==> src/spc_pkg.sv <==
// What this block does
// RL1: control bit 7 enables forwarding of the port's interrupt to host.
// RL2: control bits 6-4 choose host interrupt line in serial-IRQ stream.
// RL3: control bits 3-0 choose decoded I/O base address of the port.
// RL4: port one control resets to disabled, line code 001, base 0000.
// RL5: port two control resets to disabled, line code 000, base 0001.
// RL6: control and mode registers return to defaults only on platform reset.
// RL7: 422/485 auto mode drives transmitter while bytes are pending.
// RL8: 422/485 manual mode: rts low enables driver, rts high tri-states.
// RL9: host software should clear rts before sending in manual mode.
// RL10: under power-managed os host only reads port one control.
// RL11: mode register bit 4 enables port one auto direction, default 0.
// RL12: base codes 1010 to 1111 decode no i/o range at all.
package spc_pkg;
   localparam int          CTL_W        = 8;
   localparam int          IEN_BIT      = 7;
   localparam int          IRQ_HI       = 6;
   localparam int          IRQ_LO       = 4;
   localparam int          BASE_HI      = 3;
   localparam int          BASE_LO      = 0;
   localparam int          ADC_ONE_BIT  = 4;
   localparam int          ADC_TWO_BIT  = 5;
   localparam int          IO_W         = 16;
   localparam logic [7:0]  PORT_ONE_RST = 8'h10;
   localparam logic [7:0]  PORT_TWO_RST = 8'h01;
   localparam logic [7:0]  MODE_RST     = 8'h00;
   localparam logic [7:0]  MODE_MASK    = 8'h30;
   localparam logic [15:0] PORT_SPAN    = 16'h0007;
   // host interrupt line numbers per select code
   localparam logic [3:0]  IRQ_3  = 4'h3;
   localparam logic [3:0]  IRQ_4  = 4'h4;
   localparam logic [3:0]  IRQ_5  = 4'h5;
   localparam logic [3:0]  IRQ_6  = 4'h6;
   localparam logic [3:0]  IRQ_7  = 4'h7;
   localparam logic [3:0]  IRQ_9  = 4'h9;
   localparam logic [3:0]  IRQ_10 = 4'ha;
   localparam logic [3:0]  IRQ_11 = 4'hb;
   localparam logic [15:0] BASE_0 = 16'h03f8;
   localparam logic [15:0] BASE_1 = 16'h02f8;
   localparam logic [15:0] BASE_2 = 16'h03e8;
   localparam logic [15:0] BASE_3 = 16'h02e8;
   localparam logic [15:0] BASE_4 = 16'h0200;
   localparam logic [15:0] BASE_5 = 16'h0220;
   localparam logic [15:0] BASE_6 = 16'h0228;
   localparam logic [15:0] BASE_7 = 16'h0338;
   localparam logic [15:0] BASE_8 = 16'h0238;
   localparam logic [15:0] BASE_9 = 16'h0338;
endpackage

==> src/spc_port.sv <==
`timescale 1ns/100ps
`default_nettype none
// per-port decode of one control register and direction control
module spc_port (
   input  wire logic        clk,
   input  wire logic        sys_rst,
   input  wire logic [7:0]  ctl,
   input  wire logic        auto_dir,
   input  wire logic        xcvr_485,
   input  wire logic        tx_pending,
   input  wire logic        rts,
   input  wire logic        uart_irq,
   input  wire logic [15:0] io_addr,
   output logic             io_hit,
   output logic             irq_valid,
   output logic [3:0]       irq_line,
   output logic             tx_drive
);
   logic [15:0] base;
   logic        base_ok;
   logic        next_irq_valid;
   logic [3:0]  next_irq_line;
   logic        next_tx_drive;

   // base address from select code; reserved codes decode nothing
   always_comb begin
      base_ok = 1'b1;
      unique case (ctl[spc_pkg::BASE_HI:spc_pkg::BASE_LO]) // RL3
         4'h0: base = spc_pkg::BASE_0;
         4'h1: base = spc_pkg::BASE_1;
         4'h2: base = spc_pkg::BASE_2;
         4'h3: base = spc_pkg::BASE_3;
         4'h4: base = spc_pkg::BASE_4;
         4'h5: base = spc_pkg::BASE_5;
         4'h6: base = spc_pkg::BASE_6;
         4'h7: base = spc_pkg::BASE_7;
         4'h8: base = spc_pkg::BASE_8;
         4'h9: base = spc_pkg::BASE_9;
         default: begin
            base    = 16'h0000;
            base_ok = 1'b0; // RL12
         end
      endcase
   end

   assign io_hit = base_ok &&
                   ((io_addr & ~spc_pkg::PORT_SPAN) == base); // RL3

   // interrupt gating, line mapping and transmit direction
   always_comb begin
      next_irq_valid = uart_irq & ctl[spc_pkg::IEN_BIT]; // RL1
      unique case (ctl[spc_pkg::IRQ_HI:spc_pkg::IRQ_LO]) // RL2
         3'h0: next_irq_line = spc_pkg::IRQ_3;
         3'h1: next_irq_line = spc_pkg::IRQ_4;
         3'h2: next_irq_line = spc_pkg::IRQ_5;
         3'h3: next_irq_line = spc_pkg::IRQ_10;
         3'h4: next_irq_line = spc_pkg::IRQ_6;
         3'h5: next_irq_line = spc_pkg::IRQ_7;
         3'h6: next_irq_line = spc_pkg::IRQ_9;
         3'h7: next_irq_line = spc_pkg::IRQ_11;
      endcase
      if (!xcvr_485)
         next_tx_drive = 1'b1;
      else if (auto_dir)
         next_tx_drive = tx_pending; // RL7
      else
         next_tx_drive = ~rts; // RL8
   end

   always_ff @(posedge clk) begin
      if (sys_rst) begin
         irq_valid <= 1'b0;
         irq_line  <= spc_pkg::IRQ_3;
         tx_drive  <= 1'b1;
      end else begin
         irq_valid <= next_irq_valid;
         irq_line  <= next_irq_line;
         tx_drive  <= next_tx_drive;
      end
   end

   tx_auto_a: assert property (@(posedge clk) disable iff (sys_rst)
      xcvr_485 && auto_dir |=> tx_drive == $past(tx_pending)) // RL7
      else $error("auto direction does not follow pending bytes");
   tx_manual_a: assert property (@(posedge clk) disable iff (sys_rst)
      xcvr_485 && !auto_dir |=> tx_drive == !$past(rts)) // RL8
      else $error("manual direction does not follow rts");
   irq_gate_a: assert property (@(posedge clk) disable iff (sys_rst)
      !ctl[spc_pkg::IEN_BIT] |=> !irq_valid) // RL1
      else $error("interrupt forwarded while disabled");
   irq_pass_a: assert property (@(posedge clk) disable iff (sys_rst)
      ctl[spc_pkg::IEN_BIT] && uart_irq |=> irq_valid) // RL1
      else $error("enabled interrupt not forwarded");
   reserved_base_a: assert property (@(posedge clk) disable iff (sys_rst)
      ctl[spc_pkg::BASE_HI:spc_pkg::BASE_LO] > 4'h9 |-> !io_hit) // RL12
      else $error("reserved base code decodes an address");
   irq_map_a: assert property (@(posedge clk) disable iff (sys_rst)
      ctl[spc_pkg::IRQ_HI:spc_pkg::IRQ_LO] == 3'h3 |=> irq_line == 4'ha)
      // RL2
      else $error("line code 011 does not map to irq10");
   auto_tx_c: cover property (@(posedge clk)
      xcvr_485 && auto_dir && tx_pending ##1 !tx_pending);
   irq_fwd_c: cover property (@(posedge clk) irq_valid);
   hit_c: cover property (@(posedge clk) io_hit);
endmodule // spc_port
`default_nettype wire

==> src/spc_ctrl.sv <==
`timescale 1ns/100ps
`default_nettype none
// two serial port control registers, mode register, per-port decode
module spc_ctrl (
   input  wire logic        clk,
   input  wire logic        sys_rst,
   input  wire logic        one_ctl_we,
   input  wire logic        two_ctl_we,
   input  wire logic        mode_we,
   input  wire logic [7:0]  wdata,
   input  wire logic [1:0]  xcvr_485,
   input  wire logic [1:0]  tx_pending,
   input  wire logic [1:0]  rts,
   input  wire logic [1:0]  uart_irq,
   input  wire logic [15:0] io_addr,
   output logic [7:0]       one_ctl,
   output logic [7:0]       two_ctl,
   output logic [7:0]       mode_reg,
   output logic [1:0]       io_hit,
   output logic [1:0]       irq_valid,
   output logic [7:0]       irq_line,
   output logic [1:0]       tx_drive
);
   logic [7:0] next_one_ctl;
   logic [7:0] next_two_ctl;
   logic [7:0] next_mode_reg;
   logic [1:0] auto_dir;

   // register writes; only the platform reset restores defaults
   always_comb begin
      next_one_ctl  = one_ctl_we ? wdata : one_ctl;
      next_two_ctl  = two_ctl_we ? wdata : two_ctl;
      next_mode_reg = mode_we ? (wdata & spc_pkg::MODE_MASK) : mode_reg;
   end

   always_ff @(posedge clk) begin
      if (sys_rst) begin // RL6
         one_ctl  <= spc_pkg::PORT_ONE_RST; // RL4
         two_ctl  <= spc_pkg::PORT_TWO_RST; // RL5
         mode_reg <= spc_pkg::MODE_RST; // RL11
      end else begin
         one_ctl  <= next_one_ctl;
         two_ctl  <= next_two_ctl;
         mode_reg <= next_mode_reg;
      end
   end

   assign auto_dir = {mode_reg[spc_pkg::ADC_TWO_BIT],
                      mode_reg[spc_pkg::ADC_ONE_BIT]}; // RL11

   // one decode slice per port
   genvar g;
   generate
      for (g = 0; g < 2; g++) begin : g_port
         spc_port u_port (
            .clk        (clk),
            .sys_rst    (sys_rst),
            .ctl        (g == 0 ? one_ctl : two_ctl),
            .auto_dir   (auto_dir[g]),
            .xcvr_485   (xcvr_485[g]),
            .tx_pending (tx_pending[g]),
            .rts        (rts[g]),
            .uart_irq   (uart_irq[g]),
            .io_addr    (io_addr),
            .io_hit     (io_hit[g]),
            .irq_valid  (irq_valid[g]),
            .irq_line   (irq_line[g*4 +: 4]),
            .tx_drive   (tx_drive[g])
         );
      end
   endgenerate

   one_reset_a: assert property (@(posedge clk)
      sys_rst |=> one_ctl == 8'h10) // RL4
      else $error("port one control default wrong");
   two_reset_a: assert property (@(posedge clk)
      sys_rst |=> two_ctl == 8'h01) // RL5
      else $error("port two control default wrong");
   hold_a: assert property (@(posedge clk) disable iff (sys_rst)
      !one_ctl_we && !two_ctl_we |=> $stable(one_ctl) && $stable(two_ctl))
      // RL6
      else $error("control register changed without write");
   mode_write_a: assert property (@(posedge clk) disable iff (sys_rst)
      mode_we |=> mode_reg[4] == $past(wdata[4])) // RL11
      else $error("auto direction bit not stored");
   write_c: cover property (@(posedge clk) one_ctl_we ##1 two_ctl_we);
endmodule // spc_ctrl
`default_nettype wire

==> config.mk <==
export PLATFORM = sky130hd
export DESIGN_NAME = spc_ctrl
export DESIGN_NICKNAME = d
export VERILOG_FILES = /design/src/spc_pkg.sv /design/src/spc_port.sv /design/src/spc_ctrl.sv
export SDC_FILE = /design/constraint.sdc
export NUM_CORES = 1
export LEC_CHECK = 0
export BUFFER_PORTS_ARGS = -buffer_cell sky130_fd_sc_hd__buf_2
export CAP_MARGIN = 20
export CORE_MARGIN = 2
export CORE_UTILIZATION = 42
export DETAILED_ROUTE_END_ITERATION = 7
export PLACE_DENSITY = 0.76
export SLEW_MARGIN = 20
export SYNTH_ARGS = -nofsm -noshare
export SYNTH_HDL_FRONTEND = slang
export SYNTH_SLANG_ARGS = --single-unit
==> constraint.sdc <==
create_clock -name clk -period 1.9 [get_ports clk]
set_clock_uncertainty 0.1 [all_clocks]
set_input_delay 0.38 -clock clk [delete_from_list [all_inputs] [get_ports clk]]
set_output_delay 0.38 -clock clk [all_outputs]
set_load 0.03 [all_outputs]
==> impl_summary.txt <==
----------------------------------------------------
[Global routing]
  Number of global-route vias before repair ... 1321
  Pin count of the biggest net entering global routing ... 21
  Number of antenna violations at the first check in global routing ... 0
  First-pass GRT wire length ... 5.80 mm
  Total GRT Usage ... 17.8%
  Remaining Overflow, GRT ... 0

[Setup path]
  Kind of critical path ... reg2out
  Nature of the critical path startpoint ... flop
  Source of the critical timing path ... one_ctl[1]
  CP Capture Point ... io_hit[0]
  Worst r2r src ... one_ctl[5]
  Critical Path Fanout Max ... 2
  Worst reg2reg endpoint ... g_port[0].u_port.irq_line[1]
  Required @ worst endpoint ... 1.42 ns
  Worst-case reg-to-reg path depth ... 5
  Data arrival time of the critical path ... 1.91 ns
  Nature of the critical path endpoint ... primary output
  Setup slack, reg-to-reg ... 0.68 ns

[Drt]
  Highest metal layer with signal wires ... met4
  Average wire per standard cell ... 12.1 um
  Met3 Wirelength ... 277 um
  Met1 wire length ... 1.62 mm
  DRC violations left ... 0
  Overall via count from detail_route ... 1488
  Vias/cell ... 4.86
  Routed met2 length ... 1.80 mm
  Final WL ... 3.72 mm
  First-pass iteration count of the detailed router ... 4
  Antenna-violating nets left ... 0
  Number of DRC markers after the initial detailed-route iteration ... 42

[Pwr]
  Total leakage power ... 1.07 nW
  Peak supply drop ... 0.000610 V
  Pwr Density ... 730 mW/mm^2

[Die]
  Chip Height ... 65.9 um
  Core area ... 0.00366 mm^2
  Die Area ... 0.00434 mm^2
  Horizontal die dimension ... 65.9 um
  Initial core utilization ... 44.0%
  Number of standard-cell rows in the floorplan ... 22
  I/O pin count ... 75

[Place]
  Half-perimeter wire length of the detailed placement result ... 2.79 mm
  Port-buffer cells ... 65
  Final Wtd Congestion ... 0.748
  DP Worst Slack ... -0.338 ns

[Clock tree]
  Clock-pin slew reported for the worst setup and hold paths after clock tree synthesis ... 0.06 ns
  Clock latency reported for the late side of the worst-skew pair ... 0.28 ns
  CTS Root Cell ... sky130_fd_sc_hd__clkbuf_8
  Clock tree from TritonCTS ... yes
  Number of sinks on the clock net ... 30
  Setup Buffers After CTS ... 0
  CTS H-tree depth ... 2
  Buffer depth of the longest clock path ... 2
  TritonCTS buffer count ... 5

[Synthesis]
  Flops & latches, synth ... 30
  Share of flip-flops with an asynchronous set or reset ... 0%
  Cell Area, Synth ... 0.00161 mm^2
  Yosys warning total ... 0
  Proportion of synthesized chip area in sequential cells ... 37.3%
  Number of library cell types mapped by synthesis ... 44
  Gate count of the mapped netlist ... 183
  Top-area cell type share of the netlist area ... 37.3%
  Ys flop type ... sky130_fd_sc_hd__dfxtp_1
  Number of enable-type register cells in the synthesized netlist ... 0
  Average instance area after synthesis ... 8.79 um^2
  Largest cells by area after synthesis ... sky130_fd_sc_hd__dfxtp_1 (37%), sky130_fd_sc_hd__mux2i_1 (12%), sky130_fd_sc_hd__buf_4 (6.5%)
  Dominant cell type by area after synthesis ... sky130_fd_sc_hd__dfxtp_1

[STA]
  Final period util ... 126%
  Worst-case setup margin in the final layout ... -0.487 ns
  Peak clock frequency supported by timing ... 0.419 GHz
  Unrepaired setup endpoints after global routing ... true
  Number of pins exceeding their max-slew limit in the final report ... 0
  Number of hold violations in the final report ... 0
  Crit path time final ... 2.39 ns
  Endpoints failing setup ... 2

[Min path]
  Hold WC Path Type ... in2reg

[Status]
  Status ... finished with violations
  Violations in the final reports ... setup timing

[Cells and area]
  Post-route core utilization ... 59.3%
  Share of post-route cells with drive strength above 1 ... 41.9%
  Area grow syn2layout ... 35.0%
  Filler cell count ... 346
  Most frequent cells in the layout ... sky130_fd_sc_hd__buf_2 (63), sky130_fd_sc_hd__nor2_1 (24), sky130_fd_sc_hd__dfxtp_1 (24)
  Count of antenna diodes in the layout ... 0
  Combined area of the multi-input logic cells ... 893 um^2
  Biggest regs ... g_port.u_port.irq_line: 8 flops, one_ctl: 8 flops, two_ctl: 8 flops
  Most common library cell in the layout ignoring fill and taps ... sky130_fd_sc_hd__buf_2
  FF/Latch Area ... 613 um^2
  Net total in the final layout ... 300

[Run]
  Max-Cap Viols ... 0

----------------------------------------------------
## area by class of cell
class / instances / share of cell area [%]
Clock buffer: 7 / 3.97
Clock inverter: 1 / 0.230
Inverter: 6 / 1.04
Multi-Input combinational cell: 128 / 41.1
Sequential cell: 30 / 28.2
Tap cell: 48 / 2.76
Timing Repair Buffer: 86 / 22.6
## through the flow
stage                     TNS [ns]  instance area, um^2  total power (W)  cells  hold slack (ns)
after global placement      -0.655                 2030          0.00107    298            0.385
after detailed placement    -0.673                 2030          0.00107    298            0.388
after CTS                   -0.858                 2130          0.00160    306            0.181
after floorplan             -0.333                 1640         0.000952    188            0.361
final                       -0.851                 2170          0.00159    306            0.189
after global routing         -1.05                 2170          0.00167    306            0.192
## cell usage after synthesis, types with 2 or more instances
library cell	number
sky130_fd_sc_hd__a21oi_1	4
sky130_fd_sc_hd__and3_1	4
sky130_fd_sc_hd__buf_2	2
sky130_fd_sc_hd__buf_4	14
sky130_fd_sc_hd__clkbuf_1	7
sky130_fd_sc_hd__dfxtp_1	30
sky130_fd_sc_hd__ha_1	6
sky130_fd_sc_hd__inv_1	5
sky130_fd_sc_hd__mux2i_1	19
sky130_fd_sc_hd__nand2_1	17
sky130_fd_sc_hd__nand2b_1	2
sky130_fd_sc_hd__nand3b_1	3
sky130_fd_sc_hd__nor2_1	24
sky130_fd_sc_hd__nor3_1	3
sky130_fd_sc_hd__nor3b_1	3
sky130_fd_sc_hd__nor4_1	3
sky130_fd_sc_hd__o2111ai_1	2
sky130_fd_sc_hd__o211ai_1	3
sky130_fd_sc_hd__o21ai_0	6
sky130_fd_sc_hd__or4b_1	2
## worst max-delay path, cell delays in order, from the launching register on
cell and delay, ns:
sky130_fd_sc_hd__dfxtp_2 0.33, sky130_fd_sc_hd__or4b_4 0.53, sky130_fd_sc_hd__a21oi_2 0.16, sky130_fd_sc_hd__o21ai_2 0.08
sky130_fd_sc_hd__a2111oi_4 0.32, sky130_fd_sc_hd__buf_4 0.21
## cell families (layout without fill, tap and decap cells)
family | count (synthesis) | count (layout) | synth area share (%)
other | 1 | 6 | 0.233
AO/OA/AOI/OAI | 26 | 26 | 11.6
adder cells (fa/ha/maj) | 6 | 6 | 4.67
AND/OR/NAND/NOR | 70 | 70 | 22.9
flip-flops | 30 | 30 | 37.3
buffers and inverters | 30 | 100 | 10.9
multiplexers | 19 | 19 | 11.8
XOR/XNOR | 1 | 1 | 0.544
## repair_timing
action / CTS / global route
cloned: 0 / 0
pin swaps: 6 / 3
resized for setup: 3 / 7
endpoints found under the setup margin: 2 / 2
hold buffers: 0 / 0
## per-layer routing
layer | GRT usage (%) | vias to the layer above
met4 | 6.77 | 0
met3 | 6.47 | 3
met2 | 30.3 | 49
met5 | 0 | -
li1 | - | 766
met1 | 20.2 | 670
## report_power, final
group / internal, W / switching, W
registers: 0.000668 / 0.0000340
clock network: 0.000291 / 0.000227
logic: 0.000149 / 0.000217
## worst min path at each step
stage | slack [ns] | start | to | cells past startpoint
6_report | 0.19 | xcvr_485[1] | g_port[1].u_port.tx_drive | 2
5_1_grt | 0.19 | xcvr_485[1] | g_port[1].u_port.tx_drive | 2
4_1_cts | 0.18 | xcvr_485[1] | g_port[1].u_port.tx_drive | 2
3_5_place_dp | 0.39 | one_ctl[7] | g_port[0].u_port.irq_valid | 1
3_3_place_gp | 0.38 | one_ctl[7] | g_port[0].u_port.irq_valid | 1
2_1_floorplan | 0.36 | xcvr_485[0] | g_port[0].u_port.tx_drive | 1
No activity file was read; power rests on OpenSTA's default activity.
